==> src/inc/docc_pkg.sv <==
// Shared constants, types and helpers of the DAC output connect control block
package docc_pkg;

   // ----------------------------------------------------------------
   // Timing
   // ----------------------------------------------------------------
   localparam int CLK_PERIOD_NS = 10;
   localparam int SC_STEP_NS = 1000;
   localparam int SC_STEP_CYC = (SC_STEP_NS + CLK_PERIOD_NS - 1) / CLK_PERIOD_NS;
   localparam int TRK_DEC_NS = 10000;
   localparam int TRK_DEC_CYC = (TRK_DEC_NS + CLK_PERIOD_NS - 1) / CLK_PERIOD_NS;

   // ----------------------------------------------------------------
   // Register offsets (byte addresses)
   // ----------------------------------------------------------------
   localparam logic [7:0] OFS_CH0_DAC_CTRL = 8'h00;
   localparam logic [7:0] OFS_CH1_DAC_CTRL = 8'h04;
   localparam logic [7:0] OFS_CH0_RAMP_TARGET_CTRL = 8'h08;
   localparam logic [7:0] OFS_CH1_RAMP_TARGET_CTRL = 8'h0C;
   localparam logic [7:0] OFS_CH0_RAMP_START_DELAY = 8'h10;
   localparam logic [7:0] OFS_CH1_RAMP_START_DELAY = 8'h14;
   localparam logic [7:0] OFS_STATUS = 8'h18;

   // ----------------------------------------------------------------
   // Field positions
   // ----------------------------------------------------------------
   localparam int CTRL_W = 11;
   localparam int TGT_W = 9;
   localparam int TGT_EN_BIT = 8;
   localparam int DLY_W = 10;
   localparam int STAT_FAULT_LSB = 0;
   localparam int STAT_SC_BUSY_LSB = 2;
   localparam int STAT_TRK_BUSY_BIT = 4;
   localparam int STAT_TRK_CFG_BIT = 5;
   localparam int STAT_TRK_START_BIT = 8;

   // ----------------------------------------------------------------
   // Codes and reset values
   // ----------------------------------------------------------------
   localparam logic [7:0] SOFT_START_CODE = 8'h80;
   localparam logic [7:0] CODE_MIN = 8'h00;
   localparam logic [7:0] CODE_MAX = 8'hFF;
   localparam logic [7:0] DAC_CODE_RST = 8'h80;
   localparam logic [7:0] TGT_CODE_RST = 8'h00;
   localparam logic [DLY_W-1:0] DLY_RST = 10'h000;
   localparam logic [31:0] RD_ZERO = 32'h0000_0000;

   // ----------------------------------------------------------------
   // Types
   // ----------------------------------------------------------------
   typedef struct packed {
      logic pol;
      logic linked;
      logic en;
      logic [7:0] code;
   } docc_dac_ctrl_t;

   typedef struct packed {
      logic en;
      logic [7:0] code;
   } docc_tgt_t;

   typedef enum logic [2:0] {
      SC_IDLE = 3'b001,
      SC_PREP = 3'b010,
      SC_RAMP = 3'b100
   } docc_sc_state_t;

   // ----------------------------------------------------------------
   // Helpers
   // ----------------------------------------------------------------
   function automatic logic is_extreme(input logic [7:0] code);
      is_extreme = (code == CODE_MIN) || (code == CODE_MAX);
   endfunction : is_extreme

   function automatic logic [7:0] step_toward(input logic [7:0] code, input logic [7:0] tgt);
      if (code < tgt) begin
         step_toward = code + 8'h01;
      end else if (code > tgt) begin
         step_toward = code - 8'h01;
      end else begin
         step_toward = code;
      end
   endfunction : step_toward

endpackage : docc_pkg

==> src/rtl/docc_top.sv <==
// DAC output connect control: soft/hard connect, reprogramming, tracking, APB registers
// ----------------------------------------------------------------------
// Notes on behaviour
// - Tracking steps the code one count toward the ramp target.
// - Ramp enable bit zero inhibits tracking, one permits it.
// - Each channel holds a 10-bit read/write ramp start delay.
// - Soft connect steps code until the match comparator output changes.
// - Link the buffer only if the trip is reached without a DAC fault.
// - Soft connect ignores written code and starts at mid-scale 0x80.
// - Comparator trip links the buffer and sets output-linked status.
// - Reaching 0x00 or 0xFF untripped fails, sets fault, stays unlinked.
// - Channel 0 soft connect is served before channel 1.
// - Busy or failed soft connect ignores soft requests, locks polarity and code.
// - Tracking configured or pending ignores soft requests and locks polarity.
// - Hard connect links at once using the written code.
// - Extreme codes are accepted on hard connect or reprogram but set fault.
// - Hard connect and its fields lock while busy, failed or tracking.
// - Connected DAC takes a new written code only while its servo loop is off.
// - Clearing output-linked alone keeps the link; clearing enable disconnects unless busy or tracking.
// - Enable with linked low is soft connect, with linked high hard.
// - Delay counts down at fixed rate, then stepping; enable clears at target.
// ----------------------------------------------------------------------
//
// Design decisions made here: register access over APB and the placing of the registers.
`timescale 1ns/1ns
module docc_top #(
   parameter int unsigned SC_DIV = docc_pkg::SC_STEP_CYC,
   parameter int unsigned TRK_DIV = docc_pkg::TRK_DEC_CYC
) (
   input wire logic REF_CLK,
   input wire logic RST,
   input wire logic PSEL,
   input wire logic PENABLE,
   input wire logic PWRITE,
   input wire logic [7:0] PADDR,
   input wire logic [31:0] PWDATA,
   output logic [31:0] PRDATA,
   output logic PREADY,
   output logic PSLVERR,
   input wire logic [1:0] MATCH_COMPARATOR_OUT,
   input wire logic SEQ_CFG_PIN,
   input wire logic [1:0] RUN_CTRL_PIN,
   input wire logic [1:0] SERVO_EN,
   output logic [7:0] DAC_CODE0,
   output logic [7:0] DAC_CODE1,
   output logic [1:0] BUF_TO_PIN_LINK,
   output logic [1:0] TRIM_OUTPUT_EN,
   output logic [1:0] DAC_FAULT
);
   import docc_pkg::*;

   // ----------------------------------------------------------------
   // Pin synchronisation
   // ----------------------------------------------------------------
   logic [1:0] comp_s;
   logic seq_cfg_s;
   logic [1:0] run_s;

   docc_pin_sync #(.W(2)) u_sync_comp (
      .clk(REF_CLK),
      .rst(RST),
      .pin_in(MATCH_COMPARATOR_OUT),
      .level(comp_s)
   );

   docc_pin_sync #(.W(3)) u_sync_trk (
      .clk(REF_CLK),
      .rst(RST),
      .pin_in({SEQ_CFG_PIN, RUN_CTRL_PIN}),
      .level({seq_cfg_s, run_s})
   );

   wire trk_cfg = seq_cfg_s & (run_s[0] | run_s[1]);

   // ----------------------------------------------------------------
   // APB decode
   // ----------------------------------------------------------------
   wire apb_setup = PSEL & ~PENABLE;
   wire apb_access = PSEL & PENABLE;
   wire apb_wr = apb_access & PWRITE;
   wire hit_ctrl0 = (PADDR == OFS_CH0_DAC_CTRL);
   wire hit_ctrl1 = (PADDR == OFS_CH1_DAC_CTRL);
   wire hit_tgt0 = (PADDR == OFS_CH0_RAMP_TARGET_CTRL);
   wire hit_tgt1 = (PADDR == OFS_CH1_RAMP_TARGET_CTRL);
   wire hit_dly0 = (PADDR == OFS_CH0_RAMP_START_DELAY);
   wire hit_dly1 = (PADDR == OFS_CH1_RAMP_START_DELAY);
   wire hit_stat = (PADDR == OFS_STATUS);
   wire mapped = hit_ctrl0 | hit_ctrl1 | hit_tgt0 | hit_tgt1 | hit_dly0 | hit_dly1 | hit_stat;
   wire [1:0] wr_ctrl = {apb_wr & hit_ctrl1, apb_wr & hit_ctrl0};
   wire [1:0] wr_tgt = {apb_wr & hit_tgt1, apb_wr & hit_tgt0};
   wire [1:0] wr_dly = {apb_wr & hit_dly1, apb_wr & hit_dly0};
   wire wr_stat = apb_wr & hit_stat;
   wire [1:0] fault_clr = wr_stat ? PWDATA[STAT_FAULT_LSB +: 2] : 2'b00;
   wire trk_start = wr_stat & PWDATA[STAT_TRK_START_BIT];

   docc_dac_ctrl_t wd;
   assign wd = docc_dac_ctrl_t'(PWDATA[CTRL_W-1:0]);

   assign PREADY = apb_access;
   assign PSLVERR = apb_access & ~mapped;

   // ----------------------------------------------------------------
   // Channel state
   // ----------------------------------------------------------------
   docc_dac_ctrl_t ctrl [2];
   docc_tgt_t tgt [2];
   logic [DLY_W-1:0] dly [2];
   logic [DLY_W-1:0] trk_cnt [2];
   logic [1:0] trk_act;
   logic [1:0] fault;
   logic [1:0] sc_pend;
   logic [1:0] sc_busy;
   logic [1:0] sc_load;
   logic [1:0] sc_step;
   logic [1:0] sc_ok;
   logic [1:0] sc_fail;
   logic sc_up;
   logic sc_tick;
   logic trk_tick;

   wire trk_busy = |trk_act;

   docc_tick_div #(.DIV(TRK_DIV)) u_trk_div (
      .clk(REF_CLK),
      .rst(RST),
      .run(trk_busy),
      .tick(trk_tick)
   );

   // ----------------------------------------------------------------
   // Soft connect engine, shared by both channels
   // ----------------------------------------------------------------
   docc_sc_state_t sc_state;
   docc_sc_state_t next_sc_state;
   logic sc_ch;
   logic comp_ref;

   wire sc_run = (sc_state != SC_IDLE);
   wire comp_sel = sc_ch ? comp_s[1] : comp_s[0];
   wire [7:0] code_sel = sc_ch ? ctrl[1].code : ctrl[0].code;
   wire grant0 = (sc_state == SC_IDLE) & sc_pend[0];
   wire grant1 = (sc_state == SC_IDLE) & ~sc_pend[0] & sc_pend[1];
   wire ramp_tick = (sc_state == SC_RAMP) & sc_tick;
   wire trip = ramp_tick & (comp_sel != comp_ref);
   // An extreme code counts as a DAC fault, so reaching it untripped ends the ramp
   wire ramp_fail = ramp_tick & ~trip & is_extreme(code_sel);
   wire ramp_step = ramp_tick & ~trip & ~is_extreme(code_sel);

   docc_tick_div #(.DIV(SC_DIV)) u_sc_div (
      .clk(REF_CLK),
      .rst(RST),
      .run(sc_run),
      .tick(sc_tick)
   );

   always_comb begin
      next_sc_state = sc_state;
      case (sc_state)
         SC_IDLE: begin
            if (grant0 | grant1) begin
               next_sc_state = SC_PREP;
            end
         end
         SC_PREP: begin
            if (sc_tick) begin
               next_sc_state = SC_RAMP;
            end
         end
         SC_RAMP: begin
            if (trip | ramp_fail) begin
               next_sc_state = SC_IDLE;
            end
         end
         default: begin
            next_sc_state = SC_IDLE;
         end
      endcase
   end

   always_ff @(posedge REF_CLK or posedge RST) begin
      if (RST) begin
         sc_state <= SC_IDLE;
         sc_ch <= 1'b0;
         comp_ref <= 1'b0;
      end else begin
         sc_state <= next_sc_state;
         if (grant0 | grant1) begin
            sc_ch <= grant1;
         end
         if ((sc_state == SC_PREP) & sc_tick) begin
            comp_ref <= comp_sel;
         end
      end
   end

   // Comparator high means buffer above pin: walk down, otherwise walk up
   assign sc_up = ~comp_ref;
   assign sc_load = {grant1, grant0};
   assign sc_step = {ramp_step & sc_ch, ramp_step & ~sc_ch};
   assign sc_ok = {trip & sc_ch, trip & ~sc_ch};
   assign sc_fail = {ramp_fail & sc_ch, ramp_fail & ~sc_ch};

   // ----------------------------------------------------------------
   // Per-channel control
   // ----------------------------------------------------------------
   for (genvar g = 0; g < 2; g++) begin : g_ch
      wire eng_mine = sc_run & (sc_ch == 1'(g));
      wire lock = sc_busy[g] | fault[g] | trk_cfg | trk_busy;
      wire soft_ok = wr_ctrl[g] & wd.en & ~wd.linked & ~ctrl[g].en & ~lock;
      wire hard_ok = wr_ctrl[g] & wd.en & wd.linked & ~ctrl[g].en & ~lock;
      // Polarity is taken as written on a reprogram, software must preserve it
      wire reprog_ok = wr_ctrl[g] & wd.en & wd.linked & ctrl[g].en & ctrl[g].linked
                       & ~SERVO_EN[g] & ~lock;
      wire disc_ok = wr_ctrl[g] & ~wd.en & ~sc_busy[g] & ~trk_cfg & ~trk_busy;
      wire trk_go = trk_start & tgt[g].en & ctrl[g].linked & ~trk_busy & ~sc_busy[g];
      wire trk_at = trk_act[g] & trk_tick & (trk_cnt[g] == '0);
      wire trk_done = trk_at & (ctrl[g].code == tgt[g].code);
      wire trk_step = trk_at & ~trk_done;
      wire fault_set = sc_fail[g] | ((hard_ok | reprog_ok) & is_extreme(wd.code));
      wire [7:0] sc_next = sc_up ? ctrl[g].code + 8'h01 : ctrl[g].code - 8'h01;

      assign sc_busy[g] = sc_pend[g] | eng_mine;

      always_ff @(posedge REF_CLK or posedge RST) begin
         if (RST) begin
            ctrl[g] <= '{pol: 1'b0, linked: 1'b0, en: 1'b0, code: DAC_CODE_RST};
            sc_pend[g] <= 1'b0;
            fault[g] <= 1'b0;
         end else begin
            fault[g] <= (fault[g] & ~fault_clr[g]) | fault_set;
            if (soft_ok) begin
               sc_pend[g] <= 1'b1;
            end else if (sc_load[g]) begin
               sc_pend[g] <= 1'b0;
            end
            if (sc_load[g]) begin
               ctrl[g].code <= SOFT_START_CODE;
            end else if (sc_step[g]) begin
               ctrl[g].code <= sc_next;
            end else if (trk_step) begin
               ctrl[g].code <= step_toward(ctrl[g].code, tgt[g].code);
            end else if (hard_ok | reprog_ok) begin
               ctrl[g].code <= wd.code;
            end
            if (soft_ok | hard_ok | reprog_ok) begin
               ctrl[g].pol <= wd.pol;
            end
            if (soft_ok | hard_ok) begin
               ctrl[g].en <= 1'b1;
            end else if (disc_ok) begin
               ctrl[g].en <= 1'b0;
            end
            if (sc_ok[g] | hard_ok) begin
               ctrl[g].linked <= 1'b1;
            end else if (disc_ok) begin
               ctrl[g].linked <= 1'b0;
            end
         end
      end

      // Tracking registers and delay countdown
      always_ff @(posedge REF_CLK or posedge RST) begin
         if (RST) begin
            tgt[g] <= '{en: 1'b0, code: TGT_CODE_RST};
            dly[g] <= DLY_RST;
            trk_cnt[g] <= DLY_RST;
            trk_act[g] <= 1'b0;
         end else begin
            if (wr_tgt[g] & ~trk_busy) begin
               tgt[g] <= docc_tgt_t'(PWDATA[TGT_W-1:0]);
            end else if (trk_done) begin
               tgt[g].en <= 1'b0;
            end
            if (wr_dly[g]) begin
               dly[g] <= PWDATA[DLY_W-1:0];
            end
            if (trk_go) begin
               trk_act[g] <= 1'b1;
               trk_cnt[g] <= dly[g];
            end else if (trk_done) begin
               trk_act[g] <= 1'b0;
            end else if (trk_act[g] & trk_tick & (trk_cnt[g] != '0)) begin
               trk_cnt[g] <= trk_cnt[g] - 10'h001;
            end
         end
      end
   end

   // ----------------------------------------------------------------
   // Read path
   // ----------------------------------------------------------------
   wire [31:0] rd_ctrl0 = {21'h00_0000, ctrl[0]};
   wire [31:0] rd_ctrl1 = {21'h00_0000, ctrl[1]};
   wire [31:0] rd_tgt0 = {23'h00_0000, tgt[0]};
   wire [31:0] rd_tgt1 = {23'h00_0000, tgt[1]};
   wire [31:0] rd_dly0 = {22'h00_0000, dly[0]};
   wire [31:0] rd_dly1 = {22'h00_0000, dly[1]};
   wire [31:0] rd_stat = {26'h000_0000, trk_cfg, trk_busy, sc_busy, fault};
   wire [31:0] rd_data = hit_ctrl0 ? rd_ctrl0 :
                         hit_ctrl1 ? rd_ctrl1 :
                         hit_tgt0 ? rd_tgt0 :
                         hit_tgt1 ? rd_tgt1 :
                         hit_dly0 ? rd_dly0 :
                         hit_dly1 ? rd_dly1 :
                         hit_stat ? rd_stat : RD_ZERO;

   // Read data is captured in the setup cycle so the access phase needs no wait
   always_ff @(posedge REF_CLK or posedge RST) begin
      if (RST) begin
         PRDATA <= RD_ZERO;
      end else if (apb_setup & ~PWRITE) begin
         PRDATA <= rd_data;
      end
   end

   // ----------------------------------------------------------------
   // Outputs
   // ----------------------------------------------------------------
   assign DAC_CODE0 = ctrl[0].code;
   assign DAC_CODE1 = ctrl[1].code;
   assign BUF_TO_PIN_LINK = {ctrl[1].linked, ctrl[0].linked};
   assign TRIM_OUTPUT_EN = {ctrl[1].en, ctrl[0].en};
   assign DAC_FAULT = fault;

endmodule : docc_top

==> src/rtl/docc_pin_sync.sv <==
// Three-stage synchroniser with agreement filter for pin inputs
`timescale 1ns/1ns
module docc_pin_sync #(
   parameter int W = 1
) (
   input wire logic clk,
   input wire logic rst,
   input wire logic [W-1:0] pin_in,
   output logic [W-1:0] level
);
   logic [W-1:0] s1;
   logic [W-1:0] s2;
   logic [W-1:0] s3;

   // Only stage two and three are compared; stage one may be metastable
   always_ff @(posedge clk or posedge rst) begin
      if (rst) begin
         s1 <= '0;
         s2 <= '0;
         s3 <= '0;
         level <= '0;
      end else begin
         s1 <= pin_in;
         s2 <= s1;
         s3 <= s2;
         for (int i = 0; i < W; i++) begin
            if (s2[i] == s3[i]) begin
               level[i] <= s3[i];
            end
         end
      end
   end
endmodule : docc_pin_sync

==> src/rtl/docc_tick_div.sv <==
// Divider that gives a one-cycle enable pulse every DIV cycles while running
`timescale 1ns/1ns
module docc_tick_div #(
   parameter int unsigned DIV = 100
) (
   input wire logic clk,
   input wire logic rst,
   input wire logic run,
   output logic tick
);
   logic [15:0] cnt;
   localparam logic [15:0] LAST = 16'(DIV - 1);

   always_ff @(posedge clk or posedge rst) begin
      if (rst) begin
         cnt <= '0;
         tick <= 1'b0;
      end else if (!run) begin
         cnt <= '0;
         tick <= 1'b0;
      end else begin
         tick <= (cnt == LAST);
         cnt <= (cnt == LAST) ? 16'h0000 : cnt + 16'h0001;
      end
   end
endmodule : docc_tick_div

==> config.mk <==
export PLATFORM = sky130hd
export DESIGN_NAME = docc_top
export DESIGN_NICKNAME = d
export VERILOG_FILES = /design/src/inc/docc_pkg.sv /design/src/rtl/docc_top.sv /design/src/rtl/docc_pin_sync.sv /design/src/rtl/docc_tick_div.sv
export SDC_FILE = /design/constraint.sdc
export NUM_CORES = 1
export LEC_CHECK = 0
export ABC_AREA = 1
export BUFFER_PORTS_ARGS = -buffer_cell sky130_fd_sc_hd__buf_2
export CORE_ASPECT_RATIO = 1.2
export CORE_MARGIN = 10
export CORE_UTILIZATION = 50
export CTS_CLUSTER_DIAMETER = 60
export DETAILED_ROUTE_END_ITERATION = 10
export GPL_TIMING_DRIVEN = 0
export PLACE_DENSITY = 0.7
export SLEW_MARGIN = 20
export SYNTH_ARGS = -nofsm -noshare
export SYNTH_HDL_FRONTEND = slang
export SYNTH_SLANG_ARGS = --single-unit
==> constraint.sdc <==
create_clock -name REF_CLK -period 12.7 [get_ports REF_CLK]
set_input_delay 0.635 -clock REF_CLK [delete_from_list [all_inputs] [get_ports REF_CLK]]
set_output_delay 0.635 -clock REF_CLK [all_outputs]
set_load 0.02 [all_outputs]
==> flow_summary.yaml <==
yosys:
  post_synth_and_or_nand_nor_area_fraction: 0.327
  postSynthAreaPerCell_um2: 7.26
  synth_fa_ha_area_frac: 0.0387
  largest_family_of_logic_cells_by_synthesized_area: "simple AND/OR/NAND/NOR gates"
  ys_ff_latch: 156
  synth_top_area_share: 0.395
  yosysTopAreaCell: "sky130_fd_sc_hd__dfrtp_1"
  synth-compound-area-share: 0.0890
  synth.yosys.seq_area_share: 0.403
  count_of_flip_flops_with_a_built_in_enable_after_synthesis: 0
  synthesis.area_mm2: 0.00970
  synthMuxAreaShare: 0.00516
  yosys.area_share.xor_xnor: 0.0307
  yosysWarnings: 0
  synthFlopType: "sky130_fd_sc_hd__dfrtp_1"
  ys_types: 49
  post_synth_main_area_contributors: "sky130_fd_sc_hd__dfrtp_1, sky130_fd_sc_hd__nand2_1, sky130_fd_sc_hd__inv_1"
  async_reset_ff_frac: 1.00
  syn_inst: 1336
route:
  drt-vias-per-instance: 5.31
  detail_route.iter0.violations: 631
  first_pass_iters: 5
  drtAntennaViolNets: 0
  avgRoutedWirePerCell_um: 16.1
  detailroute.via_count: 9089
  detail_route.drc_violations: 0
  wirelength_um: 27600
sta:
  clock-skew-final_ns: 0.0112
  final_max_slew_viol_count: 0
  rsz0062_at_grt: "no"
  timing.final.crit_period_ns: 2.97
  max_slew_margin: 0.516
  totalNegativeSetupSlack_ns: 0
  finalCritPeriodShare: 0.234
  timing.fmax_ghz: 0.337
  setup-violations-final: 0
  max_slew.worst_pin.slew_ns: 0.721
  timing_hold_violations_final: 0
clock_network:
  ctsHtreeMaxLevel: 4
  post_cts.repair.setup_buffers: 0
  tritoncts: "built"
  cts_inserted_buffers: 17
  cts_resized: 0
  cts.sink_count: 156
  buffer_depth_of_the_longest_clock_path: 2
  cts_root_buf: "sky130_fd_sc_hd__clkbuf_16"
  cts_hold_buffers: 0
  clock_latency_ns: 0.43
  clkTransAtPathRegs_ns: 0.07
global_routing:
  track_usage: 0.218
  grt_antenna_before_repair: 0
  maximum_number_of_pins_on_one_net_before_global_route_repair: 91
  number_of_global_route_vias_before_repair: 8758
  overflow: 0
  grt_pass1_wl_um: 45600
layout:
  post_route_cells_drive_above_1_share: 0.131
  multi_input_comb_area_mm2: 0.00484
  nFillCells: 1818
  layout.core_utilization: 0.580
  layout.area.seq_mm2: 0.00391
  areaGrowthSynthToFinish_pct: 13.4
  nNetsFinal: 1519
power:
  p_leak_uw: 0.00568
  peakVddDrop_v: 0.0000944
  power_density_mw_per_mm2: 94.3
place:
  place.gp.congestion: 0.998
  dp_hpwl_um: 20900
  buffer_ports.inserted: 65
die:
  core.rowCount: 55
  initial_core_util: 0.511
  i_o_pins: 108
  core_area_mm2: 0.0190
  fp.dieW_um: 147
  die_y_um: 173
  fp.dieArea_mm2: 0.0254
hold_path:
  hp-class: "in2async"
setup_path:
  worst-path-max-fanout: 10
  timing_worst_setup_path_type: "in2out"
  critPathRequiredTime_ns: 12.06
  startpoint_type: "primary input"
  worst_setup_path_end_kind: "primary output"
  worst-endpoint-arrival_ns: 2.34
job:
  drv_cap: 0
status:
  run_status: "finished, final reports clean"
==> cell families (layout without fill, tap and decap cells) <==
group / count (synthesis) / count (layout)
other cells: 1 / 22
mux: 5 / 5
buf+inv: 225 / 323
xor+xnor: 34 / 34
compound gates: 151 / 151
simple gates: 733 / 733
flops: 156 / 156
fa+ha+maj: 31 / 31
==> power breakdown <==
group | internal, µW | switching, µW
Combinational | 15.6 | 37.0
Sequential | 503 | 3.68
Clock | 263 | 215
==> path summary, 6_finish.rpt <==
kind / startpoint / endpoint / slack, ns / cells past startpoint
min in group REF_CLK: SEQ_CFG_PIN / u_sync_trk.s1[2] / 0.31 / 1
min reg2reg: u_sync_comp.s1[1] / u_sync_comp.s2[1] / 0.35 / 0
max in group asynchronous: RST / DAC_CODE1[1] / 11.68 / 3
min: RST / u_trk_div.cnt[6] / 0.22 / 2
max reg2reg: DAC_CODE0[7] / DAC_CODE0[5] / 10.16 / 11
max: PADDR[3] / PSLVERR / 9.73 / 11
==> cell usage in the layout, fill, tap and decap left out, drive strengths merged, types with 2 or more instances in the layout <==
cell type,netlist,final
nand3b,2,2
or2,4,4
nor3,26,26
inv,152,156
o221ai,10,10
nand4,31,31
o211ai,12,12
o21ai,72,72
nor4,11,11
conb,1,21
o22ai,5,5
clkinv,5,10
mux2i,5,5
maj3,5,5
dfstp,3,3
clkinvlp,0,2
nor2,125,125
ha,26,26
nor3b,7,7
a21oi,43,43
a21o,2,2
xor2,25,25
dfrtp,153,153
xnor2,9,9
nand3,85,85
clkbuf,16,37
buf,52,118
nand2,441,441
==> worst max-delay path, stage by stage <==
cell                       delay (ns)
sky130_fd_sc_hd__buf_2           0.12
sky130_fd_sc_hd__inv_2           0.05
sky130_fd_sc_hd__nand2_1         0.04
sky130_fd_sc_hd__nor2_1          0.21
sky130_fd_sc_hd__inv_1           0.07
sky130_fd_sc_hd__nor2_1          0.31
sky130_fd_sc_hd__clkbuf_1        0.46
sky130_fd_sc_hd__nor3_1          0.09
sky130_fd_sc_hd__nand4_1         0.11
sky130_fd_sc_hd__nor3_1          0.08
sky130_fd_sc_hd__buf_2           0.18
==> stage by stage <==
step	setup slack, ns	area, µm²	instances	hold WS [ns]	total power, µW
floorplan	7.86	9780	1356	0.331	548
CTS	9.81	11000	1710	0.252	1040
finish	9.73	11000	1711	0.223	1040
global placement	6.01	10400	1677	0.332	566
detailed placement	9.81	10500	1678	0.340	568
global route	9.65	11000	1710	0.257	1070
==> area by class of cell <==
cell class | instances | area share
Antenna cell | 1 | 0.000227
Tap cell | 256 | 0.0291
Inverter | 157 | 0.0543
Clock inverter | 11 | 0.00773
Sequential cell | 156 | 0.355
Clock buffer | 21 | 0.0418
Timing Repair Buffer | 66 | 0.0321
Multi-Input combinational cell | 975 | 0.440
Buffer | 68 | 0.0402
==> registers in the layout (all words and copies together), names as in the netlist, 3 cells and up <==
register and cells:
dly 20, trk_cnt 20, u_sc_div.cnt 16, u_trk_div.cnt 16
PRDATA 11, rd_tgt0 9, rd_tgt1 9, DAC_CODE0 8
DAC_CODE1 8, sc_state 3, u_sync_trk.level 3, u_sync_trk.s1 3
u_sync_trk.s2 3, u_sync_trk.s3 3
==> cell usage after synthesis, drive strengths merged (9+ instances only) <==
library cell    n
nand2         441
dfrtp         153
inv           152
nor2          125
nand3          85
o21ai          72
buf            52
a21oi          43
nand4          31
ha             26
nor3           26
xor2           25
clkbuf         16
o211ai         12
nor4           11
o221ai         10
xnor2           9
==> metal layers <==
| metal | GRT usage | vias up | wire [µm] |
|---|---|---|---|
| li1 | - | 4464 | - |
| met3 | 0.0405 | 64 | 1700 |
| met1 | 0.267 | 4258 | 11500 |
| met5 | 0 | - | 0 |
| met2 | 0.362 | 303 | 13300 |
| met4 | 0.104 | 0 | 1100 |
Note: power is estimated with default switching activity, not from simulation.
